### src/include/oled_gfx_pkg.sv
package oled_gfx_pkg;
    // ************************************************************
    // register map, byte addresses of aligned words
    // ************************************************************
    localparam int unsigned ADDR_W     = 5;
    localparam logic [4:0]  OFS_CMD    = 5'h00; // write: command or data byte
    localparam logic [4:0]  OFS_STATUS = 5'h04; // mode and lock state
    localparam logic [4:0]  OFS_WINDOW = 5'h08; // column and page windows
    localparam logic [4:0]  OFS_VSCRL  = 5'h0C; // start line, offset, scroll area
    localparam logic [4:0]  OFS_HSCRL  = 5'h10; // horizontal scroll setup
    localparam int unsigned DC_BIT     = 8;     // command word: data/command select

    // ************************************************************
    // opcodes
    // ************************************************************
    localparam logic [7:0] OP_MODE_SEL  = 8'hF0;
    localparam logic [7:0] OP_ADDR_MODE = 8'h20;
    localparam logic [7:0] OP_COL_ADDR  = 8'h21;
    localparam logic [7:0] OP_PAGE_ADDR = 8'h22;
    localparam logic [7:0] OP_VAREA     = 8'hA3;
    localparam logic [7:0] OP_OFFSET    = 8'hD3;
    localparam logic [7:0] OP_HS_RIGHT  = 8'h26;
    localparam logic [7:0] OP_HS_LEFT   = 8'h27;
    localparam logic [7:0] OP_VH_RIGHT  = 8'h29;
    localparam logic [7:0] OP_VH_LEFT   = 8'h2A;
    localparam logic [7:0] OP_CS_RIGHT  = 8'h2C;
    localparam logic [7:0] OP_CS_LEFT   = 8'h2D;
    localparam logic [3:0] NIB_COL_LO   = 4'h0;  // 00..0F
    localparam logic [4:0] PFX_COL_HI   = 5'h02; // 10..17
    localparam logic [3:0] NIB_LINE     = 4'h4;  // 40..4F
    localparam logic [6:0] PFX_ENTIRE   = 7'h52; // A4/A5
    localparam logic [6:0] PFX_PAGE     = 7'h58; // B0/B1
    localparam logic [6:0] PFX_UNLOCK   = 7'h3C; // 78/79
    localparam logic [2:0] PFX_FUNC_SET = 3'h1;  // 001x_xxxx
    localparam int unsigned FUNC_EXT_BIT = 2;

    // ************************************************************
    // parameter counts and reset values
    // ************************************************************
    localparam logic [2:0] NPAR_ONE    = 3'h1;
    localparam logic [2:0] NPAR_TWO    = 3'h2;
    localparam logic [2:0] NPAR_SCROLL = 3'h7;
    localparam logic [1:0] AM_HORIZ    = 2'h0;
    localparam logic [1:0] AM_VERT     = 2'h1;
    localparam logic [1:0] AM_PAGE     = 2'h2;
    localparam logic [1:0] AM_INVALID  = 2'h3;
    localparam logic [6:0] COL_END_RST = 7'h77; // 119
    localparam logic [4:0] ROWS_RST    = 5'h10; // 16
    localparam logic [7:0] FRAMES_RST  = 8'h06;

    // scroll step interval code to frame count
    function automatic logic [7:0] step_frames(input logic [2:0] code);
        unique case (code)
            3'h0: step_frames = 8'h06;
            3'h1: step_frames = 8'h20;
            3'h2: step_frames = 8'h40;
            3'h3: step_frames = 8'h80;
            3'h4: step_frames = 8'h03;
            3'h5: step_frames = 8'h04;
            3'h6: step_frames = 8'h05;
            3'h7: step_frames = 8'h02;
        endcase
    endfunction : step_frames
endpackage : oled_gfx_pkg

### src/verilog/oled_graphic_command_decoder.sv
// Notes on behaviour
// - F0 plus one byte: bit 0 low graphic, high character; character after reset.
// - 00..0F load the low nibble of the page-mode column start; reset zero.
// - 10..17 load the high bits of the page-mode column start; reset zero.
// - 20 plus byte picks horizontal, vertical or page mode; page at reset; 11b ignored.
// - 21 plus two bytes sets column start (reset 0) and end (reset 119).
// - 22 plus two bytes sets page start (reset 0) and end (reset 1).
// - 40..4F set display start line 0..15; reset zero.
// - A3 plus two bytes: fixed rows and scroll rows; sum within multiplex ratio.
// - A4 shows RAM content (reset); A5 lights every pixel.
// - B0/B1 select page-mode start page from bit 0.
// - D3 plus byte sets vertical display shift from low nibble; reset zero.
// - 26 sets right, 27 left continuous scroll, one column per step.
// - interval code maps to 6,32,64,128,3,4,5,2 frames.
// - 29/2A set combined scroll; parameter bit 0 gives one-column horizontal offset.
// - 2C/2D shift content one column per command, 2D leftward.
// - while command unlock is clear all these graphic commands are refused.
// - with extended select set, 78 clears and 79 sets command unlock; clear at reset.
//
// The implementer's own choices: the Avalon-MM interface to the registers and the register offsets.
`timescale 1ns/100ps
`default_nettype none
module oled_graphic_command_decoder #(
    parameter int unsigned MUX_RATIO = 16
) (
    input  wire logic                              mclk,        // 40 MHz clock
    input  wire logic                              rst,         // async reset, high
    input  wire logic [oled_gfx_pkg::ADDR_W-1:0]   address,     // byte address
    input  wire logic                              read,        // read request
    input  wire logic                              write,       // write request
    input  wire logic [3:0]                        byteenable,  // byte lanes
    input  wire logic [31:0]                       writedata,   // write data
    output logic                                   waitrequest, // stall
    output logic [31:0]                            readdata,    // read data
    output logic                                   charMode,    // character mode
    output logic                                   entireOn,    // all pixels lit
    output logic                                   contentStep, // one-column shift pulse
    output logic                                   contentLeft, // shift direction left
    output logic [7:0]                             stepFrames   // frames per scroll step
);
    import oled_gfx_pkg::*;

    // ************************************************************
    // elaboration check
    // ************************************************************
    if (MUX_RATIO < 1 || MUX_RATIO > 31) begin : g_bad_mux
        $error("MUX_RATIO must lie in 1..31");
    end

    localparam logic [5:0] MUX_LIMIT = 6'(MUX_RATIO);

    // ************************************************************
    // state
    // ************************************************************
    typedef struct packed {
        logic             waitReq;
        logic [31:0]      rdData;
        logic             extSel;
        logic             unlock;
        logic             collecting;
        logic [7:0]       opcode;
        logic [2:0]       need;
        logic [2:0]       idx;
        logic [6:0][7:0]  pbuf;
        logic             charMode;
        logic [1:0]       addrMode;
        logic [6:0]       pageCol;
        logic [6:0]       colStart;
        logic [6:0]       colEnd;
        logic             pageStart;
        logic             pageEnd;
        logic             pagePage;
        logic [3:0]       startLine;
        logic [3:0]       dispOffset;
        logic [3:0]       fixedRows;
        logic [4:0]       scrollRows;
        logic             entireOn;
        logic             scrollLeft;
        logic             hsStartPage;
        logic             hsEndPage;
        logic [2:0]       interval;
        logic [7:0]       frames;
        logic [6:0]       hsStartCol;
        logic [6:0]       hsEndCol;
        logic             hOffset;
        logic [3:0]       vOffset;
        logic             contentStep;
        logic             contentLeft;
    } state_type;

    state_type st_r;
    state_type st_nxt;

    logic       byteTake;
    logic [7:0] byteIn;
    logic       dcIn;

    // command port write accepted at the edge that ends the ready cycle
    assign byteTake = write && !st_r.waitReq && (address == OFS_CMD) && byteenable[0];
    assign byteIn   = writedata[7:0];
    assign dcIn     = byteenable[1] && writedata[DC_BIT];

    // ************************************************************
    // next state
    // ************************************************************
    always_comb begin
        logic [6:0][7:0] p;
        logic [5:0]      areaSum;
        p       = st_r.pbuf;
        areaSum = 6'h00;
        st_nxt  = st_r;
        st_nxt.contentStep = 1'b0;
        // one wait cycle, then one ready cycle per request
        st_nxt.waitReq = !((read || write) && st_r.waitReq);
        if (read && st_r.waitReq) begin
            unique case (address)
                OFS_STATUS: st_nxt.rdData = {25'h0000000, st_r.collecting, st_r.unlock,
                                             st_r.extSel, st_r.entireOn, st_r.addrMode,
                                             st_r.charMode};
                OFS_WINDOW: st_nxt.rdData = {5'h00, st_r.pagePage, st_r.pageEnd,
                                             st_r.pageStart, 1'b0, st_r.colEnd, 1'b0,
                                             st_r.colStart, 1'b0, st_r.pageCol};
                OFS_VSCRL:  st_nxt.rdData = {st_r.frames, 7'h00, st_r.scrollRows,
                                             st_r.fixedRows, st_r.dispOffset, st_r.startLine};
                OFS_HSCRL:  st_nxt.rdData = {7'h00, st_r.vOffset, st_r.hOffset,
                                             st_r.hsEndCol, st_r.hsStartCol, st_r.interval,
                                             st_r.hsEndPage, st_r.hsStartPage, st_r.scrollLeft};
                default:    st_nxt.rdData = 32'h00000000; // unmapped and command port
            endcase
        end
        // data bytes go to display RAM, not to this decoder
        if (byteTake && !dcIn) begin
            if (st_r.collecting) begin
                p[st_r.idx] = byteIn;
                st_nxt.pbuf = p;
                if (st_r.idx + 3'h1 == st_r.need) begin
                    st_nxt.collecting = 1'b0;
                    st_nxt.idx        = 3'h0;
                    unique case (st_r.opcode)
                        OP_MODE_SEL:  st_nxt.charMode = p[0][0];
                        OP_ADDR_MODE: begin
                            if (p[0][1:0] != AM_INVALID) begin
                                st_nxt.addrMode = p[0][1:0];
                            end
                        end
                        OP_COL_ADDR: begin
                            st_nxt.colStart = p[0][6:0];
                            st_nxt.colEnd   = p[1][6:0];
                        end
                        OP_PAGE_ADDR: begin
                            st_nxt.pageStart = p[0][0];
                            st_nxt.pageEnd   = p[1][0];
                        end
                        OP_VAREA: begin
                            areaSum = {2'b00, p[0][3:0]} + {1'b0, p[1][4:0]};
                            if (areaSum <= MUX_LIMIT) begin
                                st_nxt.fixedRows  = p[0][3:0];
                                st_nxt.scrollRows = p[1][4:0];
                            end
                        end
                        OP_OFFSET: st_nxt.dispOffset = p[0][3:0];
                        default: begin
                            // scroll setups share one seven-byte layout
                            st_nxt.hsStartPage = p[1][0];
                            st_nxt.hsEndPage   = p[3][0];
                            st_nxt.hsStartCol  = p[5][6:0];
                            st_nxt.hsEndCol    = p[6][6:0];
                            if (st_r.opcode == OP_CS_RIGHT || st_r.opcode == OP_CS_LEFT) begin
                                st_nxt.contentStep = 1'b1;
                                st_nxt.contentLeft = st_r.opcode[0];
                            end else begin
                                st_nxt.interval = p[2][2:0];
                                st_nxt.frames   = step_frames(p[2][2:0]);
                                if (st_r.opcode == OP_HS_RIGHT || st_r.opcode == OP_HS_LEFT) begin
                                    st_nxt.scrollLeft = st_r.opcode[0];
                                    st_nxt.hOffset    = 1'b1;
                                end else begin
                                    st_nxt.scrollLeft = st_r.opcode[1];
                                    st_nxt.hOffset    = p[0][0];
                                    st_nxt.vOffset    = p[4][3:0];
                                end
                            end
                        end
                    endcase
                end else begin
                    st_nxt.idx = st_r.idx + 3'h1;
                end
            end else if (st_r.extSel && byteIn[7:1] == PFX_UNLOCK) begin
                st_nxt.unlock = byteIn[0];
            end else if (!st_r.unlock) begin
                // locked: only the fundamental function set is seen here
                if (byteIn[7:5] == PFX_FUNC_SET) begin
                    st_nxt.extSel = byteIn[FUNC_EXT_BIT];
                end
            end else begin
                st_nxt.opcode = byteIn;
                st_nxt.idx    = 3'h0;
                unique case (byteIn)
                    OP_MODE_SEL, OP_ADDR_MODE, OP_OFFSET: begin
                        st_nxt.collecting = 1'b1;
                        st_nxt.need       = NPAR_ONE;
                    end
                    OP_COL_ADDR, OP_PAGE_ADDR, OP_VAREA: begin
                        st_nxt.collecting = 1'b1;
                        st_nxt.need       = NPAR_TWO;
                    end
                    OP_HS_RIGHT, OP_HS_LEFT, OP_VH_RIGHT, OP_VH_LEFT,
                    OP_CS_RIGHT, OP_CS_LEFT: begin
                        st_nxt.collecting = 1'b1;
                        st_nxt.need       = NPAR_SCROLL;
                    end
                    default: begin
                        if (byteIn[7:4] == NIB_COL_LO) begin
                            st_nxt.pageCol[3:0] = byteIn[3:0];
                        end else if (byteIn[7:3] == PFX_COL_HI) begin
                            st_nxt.pageCol[6:4] = byteIn[2:0];
                        end else if (byteIn[7:4] == NIB_LINE) begin
                            st_nxt.startLine = byteIn[3:0];
                        end else if (byteIn[7:1] == PFX_ENTIRE) begin
                            st_nxt.entireOn = byteIn[0];
                        end else if (byteIn[7:1] == PFX_PAGE) begin
                            st_nxt.pagePage = byteIn[0];
                        end else if (byteIn[7:5] == PFX_FUNC_SET) begin
                            st_nxt.extSel = byteIn[FUNC_EXT_BIT];
                        end
                    end
                endcase
            end
        end
    end

    // ************************************************************
    // registers
    // ************************************************************
    always_ff @(posedge mclk or posedge rst) begin
        if (rst) begin
            st_r            <= '0;
            st_r.waitReq    <= 1'b1;
            st_r.charMode   <= 1'b1;
            st_r.addrMode   <= AM_PAGE;
            st_r.colEnd     <= COL_END_RST;
            st_r.pageEnd    <= 1'b1;
            st_r.scrollRows <= ROWS_RST;
            st_r.frames     <= FRAMES_RST;
        end else begin
            st_r <= st_nxt;
        end
    end

    // outputs straight from state flops
    assign waitrequest = st_r.waitReq;
    assign readdata    = st_r.rdData;
    assign charMode    = st_r.charMode;
    assign entireOn    = st_r.entireOn;
    assign contentStep = st_r.contentStep;
    assign contentLeft = st_r.contentLeft;
    assign stepFrames  = st_r.frames;
endmodule : oled_graphic_command_decoder
`default_nettype wire
### config.mk
export PLATFORM = sky130hd
export DESIGN_NAME = oled_graphic_command_decoder
export DESIGN_NICKNAME = d
export VERILOG_FILES = /design/src/include/oled_gfx_pkg.sv /design/src/verilog/oled_graphic_command_decoder.sv
export SDC_FILE = /design/constraint.sdc
export NUM_CORES = 1
export LEC_CHECK = 0
export CAP_MARGIN = 5
export CORE_ASPECT_RATIO = 1.2
export CORE_MARGIN = 2
export CORE_UTILIZATION = 54
export DETAILED_ROUTE_END_ITERATION = 10
export DONT_BUFFER_PORTS = 1
export PLACE_DENSITY = 0.72
export SYNTH_ARGS = -nofsm -noshare
export SYNTH_HDL_FRONTEND = slang
export SYNTH_SLANG_ARGS = --single-unit
### constraint.sdc
create_clock -name mclk -period 4.69 [get_ports mclk]
set_input_delay 0.469 -clock mclk [delete_from_list [all_inputs] [get_ports mclk]]
set_output_delay 0.469 -clock mclk [all_outputs]
set_load 0.1 [all_outputs]
Word level (Yosys, flattened, before mapping) --
Memories as Yosys holds them, arrays and structs flattened. A register that Yosys moved wholly into a read port is not among the register bits. Index checks and enable logic that the tools add are counted. Widths: inputs -> output; s select.
Cells by class: $add $sub $neg 2, $mul 0, div/mod/pow operators 0, order comparisons 3, equal/unequal tests 41, shifts and indexed selects 0, muxes and demuxes 27, bitwise logic cells 10, reduce and logical (&&, ||, !) cells 45
Operators by type and width (count):
- $eq 8x6->1 const B | 16
- $pmux 32 s4 | 1
- $bwmux 56 | 1
- $eq 8x8->1 const B | 6
- $mux 15 | 2
- $reduce_and 5->1 | 5
- $demux 8 s3 | 1
- $reduce_and 4->1 | 6
- $reduce_and 9->1 | 2
- $ne 2x2->1 const B | 8
- $eq 7x7->1 const B | 2
- $mux 1 | 13
- $reduce_and 6->1 | 2
- $reduce_or 12->1 | 1
- $reduce_or 6->1 | 2
- $eq 5x4->1 const B | 2
- $mux 2 | 5
- $not 1->1 | 10
- $reduce_and 10->1 | 1
- $logic_and 1x1->1 | 9
- $pmux 3 s3 | 1
- $mux 8 | 1
- $reduce_and 8->1 | 1
- $eq 7x6->1 const B | 1
- other kinds (22) | 29
Word-level totals: register bits after elaboration 186, latch bits 0, bits in writable memories 0, ROM bits 48, input port bits 45, output and inout port bits 45, logic and storage cells 169, memories kept 1
Memories:
- (no name shown) | words 8, bits a word 6, read ports 1, clocked after memory_dff 1, write ports 0, line oled_gfx_pkg.sv:53 | unique case (code)

Longest topological paths before layout --
Gate-level depths: netlist of the first run.
depth after elaboration 9, gate-level depth with buffers 15, gate-level depth less buffers 13

Least setup slack after synthesis of the first run --
Ideal clock, no wire load.
path kind register to register, start reg st_r[136] (netlist bit), end reg st_r[36] (netlist bit), setup time 0.125 ns, arrival 4.378 ns, data required time 4.565 ns, path slack 0.187 ns, stages on the path, launching flop included 13, buffers on the path 1, clock period less this slack 4.503 ns, cells stage by stage dfrtp_1 -> clkbuf_1 -> nor3_1 -> mux2i_1 -> inv_1 -> ha_1 -> inv_1 -> fa_1 -> xnor2_1 -> nor3b_1 -> or4b_2 -> a311oi_2 -> mux2_2
Between the ends: longest elaborated chain between the ends 8, elaborated cells between the ends (all ways) 11, classes of those cells add/sub: 2; order compare: 3; eq/ne: 1; mux: 3; reduce/logical: 2
RTL lines:
- start, declared | line oled_graphic_command_decoder.sv:91 | state_type st_r;
- start signal, assigned | line oled_graphic_command_decoder.sv:246 | st_r <= st_nxt;
- $lt 3x4->1 (not written as such) or $ge 3x1->1 (tied branches) | line oled_graphic_command_decoder.sv:134 | p[st_r.idx] = byteIn;
- $logic_and 1x1->1 (not written as such) | line oled_graphic_command_decoder.sv:134
- $mux 8 (not written as such) | line oled_graphic_command_decoder.sv:134
- $demux 8 s3 | line oled_graphic_command_decoder.sv:134
- $bwmux 56 | line oled_graphic_command_decoder.sv:134
- $add 4x5->6 | line oled_graphic_command_decoder.sv:155 | areaSum = {2'b00, p[0][3:0]} + {1'b0, p[1][4:0]};
- $le 6x5->1 | line oled_graphic_command_decoder.sv:156 | if (areaSum <= MUX_LIMIT) begin
- $reduce_and 5->1 (no line)
Several ways; a longest one is shown, not always the timed one. A chain may end at the register's enable or synchronous reset.

Final worst setup path of the first run --
start reg st_r[136] (netlist bit), end reg st_r[44] (netlist bit)
Same word-level chain as after synthesis.

==> results of run 1 <==
==> cells in the mapped netlist (3+ instances only) <==
cell | count | area (µm²)
ha_1 | 9 | 113
a21o_1 | 9 | 67.6
inv_1 | 13 | 48.8
nand2b_1 | 4 | 25.0
nor3_1 | 8 | 40.0
nand4_1 | 5 | 31.3
o21ai_0 | 75 | 375
or4_1 | 3 | 22.5
mux2_2 | 71 | 800
nor3b_1 | 11 | 82.6
clkbuf_1 | 40 | 150
dfrtp_1 | 149 | 3730
nand2_1 | 114 | 428
buf_4 | 40 | 300
a222oi_1 | 16 | 160
dfstp_2 | 13 | 342
nor4_1 | 6 | 37.5
o21ai_2 | 6 | 52.6
xnor2_1 | 5 | 43.8
o21ai_1 | 8 | 40.0
or3_1 | 3 | 18.8
buf_2 | 5 | 25.0
nand3_1 | 12 | 60.1
a21oi_1 | 15 | 75.1
a22oi_1 | 10 | 75.1
nor2_1 | 28 | 105
nand4b_1 | 5 | 43.8
mux2i_1 | 32 | 320
xor2_1 | 3 | 26.3
nand3b_1 | 7 | 52.6
==> flip-flops by register name (all words and copies together) (netlist names) <==
name / cells
charMode: 1
contentLeft: 1
contentStep: 1
entireOn: 1
readdata: 30
st_r: 121
stepFrames: 6
waitrequest: 1
==> cell type report <==
cell class / count / share of cell area [%]
clock inverter: 12 / 1.11
clock buffer: 20 / 5.54
sequential: 162 / 48.3
tap: 200 / 2.97
timing repair buffer: 7 / 0.773
inverter: 13 / 0.624
multi-input combinational: 501 / 40.6
==> final timing paths <==
path / slack (ns) / end / start / cells past startpoint
max in group asynchronous: 3.94 / st_r[149] / rst / 2
worst max register to register: 0.52 / st_r[44] / st_r[136] / 12
worst min register to register: 0.47 / st_r[57] / st_r[57] / 2
min in group asynchronous: 0.18 / readdata[15] / rst / 2
worst min-delay path: 0.11 / waitrequest / read / 1
worst max-delay path: 0.52 / st_r[44] / st_r[136] / 12
==> worst register-to-register path, cell delays in order, from the launching register on <==
cell and delay [ns]:
dfrtp_1 0.51, nor3_1 0.23, buf_4 0.24, mux2i_1 0.12
inv_1 0.16, ha_1 0.19, inv_1 0.06, fa_1 0.42
xnor2_1 0.14, nor3b_1 0.23, or4b_2 0.67, a311oi_2 0.67
mux2_2 0.42
==> power groups by stage <==
stage / Combinational, mW / Sequential (mW) / Clock [mW]
detailed placement: 0.0855 / 1.43 / 0
finish: 0.0835 / 1.41 / 1.30
global placement: 0.0829 / 1.43 / 0
floorplan: 0.0825 / 1.43 / 0
CTS: 0.0856 / 1.41 / 1.32
global route: 0.0939 / 1.41 / 1.40
==> kinds of logic (layout without fill, tap and decap cells) <==
kind of cell,after synthesis,count (layout),share of synthesized area [%]
AND/OR/NAND/NOR,224,224,13.7
buffers and inverters,101,52,6.86
other,1,4,0.0467
flip-flops,162,162,50.7
adder cells (fa/ha/maj),10,10,1.65
XOR/XNOR,9,9,1.15
AO/OA/AOI/OAI,150,150,11.7
multiplexers,104,104,14.1
==> routing by layer <==
metal  vias up  part of all wire (%)
met3        35                   5.4
met1      2760                    42
met4         0                   2.5
met2       184                    50
li1       2555                     -
met5         -                     0
==> metrics by stage <==
stage | hold slack (ns) | utilization (%) | instances
finish | 0.107 | 58.2 | 915
global route | 0.101 | 58.2 | 915
CTS | 0.102 | 58.2 | 915
detailed placement | 0.458 | 54.3 | 883
global placement | 0.452 | 54.3 | 883
floorplan | 0.445 | - | 764
==> impl_metrics.toml, run 1 <==
[outcome]
status = "complete, no violations"

[synth]
synthCells = 761
synth_seq_area_share_pct = 50.7
async_reset_ff_share_pct = 100
ys_types = 58
synth.avg_cell_area_um2 = 10.5
synth_edf_count = 0
mappedNetlistArea_um2 = 8030
synth-warning-count = 0
synth_top_flop_cell = "dfrtp_1"
yosys_register_bits = 162

[critical_path]
critPathSlowestCell = "or4b_2"
worstSetupPathType = "flop to flop"
crit_path_end_kind = "flop"
crit_path_cell_trace = "nor3_1 > buf_4 > mux2i_1 > inv_1 > ha_1 > inv_1 > fa_1 > xnor2_1 > nor3b_1 > or4b_2 > a311oi_2 > mux2_2"
crit_path_max_incr_delay_ns = 0.67
cp_num_buf_inv = 3
arrival_ns = 4.48
critical_path_peak_fanout = 12
critical_path.top_delay_family = "simple AND/OR/NAND/NOR gates"
crit_path_start_kind = "flop"
cpMostUsedCell = "inv_1"
cp.required_ns = 5.00

[finish]
nets = 757
final_area_um2 = 8420
layout-drive-gt1-share_pct = 19.4
diodes = 0
fillers = 1176
seqCellArea_um2 = 4070
area_delta_synth_final_pct = 4.91
multiInputGateArea_um2 = 3420
final_common_cell = "dfrtp_1"
final_cell_mix = "dfrtp_1 (149), nand2_1 (114), o21ai_0 (75)"

[power_and_ir_drop]
ir_worst_vdd_uv = 233
p_leak_nw = 3.89
p_comb_share_pct = 3.0
seqPwrFrac_pct = 50.4
switching_share_pct = 23.3
intPower_mw = 2.15
p_per_area_nw_per_um2 = 332
clkPwrFrac_pct = 46.6
p_switching_uw = 653
fin_total_pwr_mw = 2.80

[die]
initial_core_util_pct = 55.5
die_y_um = 138
dieArea_um2 = 15900
dieWidth_um = 115
core_um2 = 14500
fp-row-count = 48
io_pins = 90

[cts]
clock_latency_ns = 0.43
cts_root_buffer = "clkbuf_16"
numCtsBuffers = 17
clk_pin_slew_ns = 0.06
cts_sinks = 162
cts_setup_buffers = 0
cts_hold_buf = 0
cts_resized = 0
cts-htree-levels = 4
tritoncts = "yes"
cts_buffer_depth = 2

[timing]
skew_ns = 0.0138
worst_pin_slew_ns = 1.06
setup_viol = 0
fmax_mhz = 240
finalWorstSetupSlack_ns = 0.521
drv_slew = 0
tns_ns = 0
slew_headroom_pct = 29.4
period_minus_slack_ns = 4.17
rsz0062_at_grt = "no"
hold_viol_final = 0
period_share_pct = 88.9

[global_route]
grt_busiest_layer = "met2"
track_usage_pct = 23.5
met3_usage_pct = 5.10
grt_max_degree = 163
use_met2_pct = 38.8
gr-total-overflow = 0
antenna_found_initial = 0
first_global_vias = 5379
grt_pass1_wl_mm = 28.4
grt_use_met1_pct = 30.0

[placed_design]
dp_slack_ns = 0.589
gp_congestion = 0.933
hpwl_mm = 12.3
port_buffers = 0
place_area_um2 = 7860

[route]
wirelength_mm = 17.8
firstDrtPassIters = 7
vias = 5534
drc = 0
vias_per_cell = 6.05
final_antenna_net_count = 0
drt-initial-drc-count = 643
wire_per_inst_um = 19.5

[job]
drv_cap = 0

[worst_hold_path]
hold_path_class = "primary input to flop"
(Power assumes the default switching activity.)
==> run 2: changes to the inputs <==
==> constraint.sdc (replaced) <==
create_clock -name mclk -period 4.69 [get_ports mclk]
set_input_delay 0.7035 -clock mclk [delete_from_list [all_inputs] [get_ports mclk]]
set_output_delay 0.7035 -clock mclk [all_outputs]
set_load 0.1 [all_outputs]
==> run 2 against run 1 <==
Global-route usage is essentially flat. Die area unchanged. Sequential share of layout area down 0.057 points. Critical path depth increased by 2. Count of clock-buffer cells in the layout decreased by 1. Design area up 0.12%.
==> impl_metrics.toml, run 2 (same netlist as run 1, synthesis figures left out) <==
[job]
drv_cap = 0

[power_and_ir_drop]
seqPwrFrac_pct = 50.2
clkPwrFrac_pct = 46.9
ir_worst_vdd_uv = 256
p_switching_uw = 684
switching_share_pct = 24.3
p_comb_share_pct = 3.0
p_per_area_nw_per_um2 = 333
p_leak_nw = 3.89
intPower_mw = 2.13

[timing]
fmax_mhz = 243
finalWorstSetupSlack_ns = 0.578
tns_ns = 0
rsz0062_at_grt = "no"
setup_viol = 0
hold_viol_final = 0
period_share_pct = 87.7
worst_pin_slew_ns = 1.10
period_minus_slack_ns = 4.11
skew_ns = 0.0105
slew_headroom_pct = 26.6
drv_slew = 0

[critical_path]
worstSetupPathType = "flop to flop"
cp.required_ns = 5.00
arrival_ns = 4.42
r2r_end = "st_r[39]"
regToRegStartpoint = "st_r[138]"
ff2ff_setup_slack_ns = 0.58
crit_end = "st_r[39]"
worst-r2r-cell-count = 14
critPathLaunch = "st_r[138]"
crit_path_end_kind = "flop"
critical_path_peak_fanout = 12
crit_path_start_kind = "flop"

[global_route]
grt_pass1_wl_mm = 28.5
gr-total-overflow = 0
first_global_vias = 5352
track_usage_pct = 23.6
grt_max_degree = 163
antenna_found_initial = 1

[outcome]
status = "complete, no violations"

[finish]
largest_reg_flops = 121
nets = 758
final_common_cell = "dfrtp_1"
seqCellArea_um2 = 4070
layout-drive-gt1-share_pct = 19.4
multiInputGateArea_um2 = 3420
diodes = 0
fillers = 1150
max_flop_register = "st_r"
final_cell_mix = "dfrtp_1 (149), nand2_1 (114), o21ai_0 (75)"
area_delta_synth_final_pct = 5.03

[cts]
clk_pin_slew_ns = 0.07
clock_latency_ns = 0.43
cts_setup_buffers = 0
cts-htree-levels = 4
tritoncts = "yes"
numCtsBuffers = 17
cts_resized = 0
cts_buffer_depth = 2
cts_hold_buf = 0
cts_root_buffer = "clkbuf_16"
cts_sinks = 162

[route]
vias = 5560
wire_per_inst_um = 19.8
wirelength_mm = 18.2
drc = 0
vias_per_cell = 6.07
final_antenna_net_count = 0
firstDrtPassIters = 6
drt-initial-drc-count = 601

[worst_hold_path]
hp-start = "read"
min_delay_path_depth = 1
hold_path_class = "primary input to flop"

[die]
die_y_um = 138
core_um2 = 14500
initial_core_util_pct = 55.5
fp-row-count = 48
dieWidth_um = 115
dieArea_um2 = 15900
io_pins = 90

[placed_design]
hpwl_mm = 12.3
port_buffers = 0
gp_congestion = 0.886
dp_slack_ns = 0.722
## run 2: stage by stage
step                utilization [%]  area, µm²  hold WS [ns]  std cells  power, mW
finish                         58.3       8430         0.353        916       2.81
global route                   58.3       8430         0.358        916       2.90
CTS                            58.3       8430         0.354        916       2.82
floorplan                         -       8040         0.445        764       1.52
detailed placement             54.4       7870         0.455        884       1.52
global placement               54.4       7870         0.452        884       1.52
## run 2: worst min-delay path by stage
stage,endpoint
final,waitrequest
after global routing,waitrequest
after CTS,waitrequest
after detailed placement,st_r[61]
after global placement,st_r[61]
after floorplan,st_r[61]
## run 2: metal layers
layer	vias up	track usage, %	part of all wire (%)
li1	2549	-	-
met1	2801	31.1	43
met2	185	39.2	49
met3	25	5.10	5.7
met4	0	6.69	1.8
met5	-	0	0
## run 2: area by class of cell
class,instances,area share [%]
clock buffers,19,5.25
repair buffers,8,0.861
inverters,13,0.623
multi-input cells,501,40.6
flip-flops and latches,162,48.3
clock inverters,13,1.42
well taps,200,2.97
## run 2: power groups by stage
stage          Clock (mW)  Combinational, mW  Sequential, mW
2_1_floorplan           0             0.0825            1.43
4_1_cts              1.32             0.0858            1.41
3_3_place_gp            0             0.0831            1.43
6_report             1.32             0.0839            1.41
3_5_place_dp            0             0.0855            1.43
5_1_grt              1.39             0.0951            1.41
## run 2: worst max-delay path, cell delays in order (launching register included)
cell and delay [ns]:
dfrtp_1 0.51, nor2_1 0.19, and2_1 0.15, buf_4 0.20, mux2i_1 0.39, inv_1 0.13, ha_1 0.23, inv_1 0.08
fa_1 0.22, xnor2_1 0.08, nor3b_1 0.25, or4b_2 0.69, a311oi_2 0.27, buf_4 0.24, mux2_2 0.36
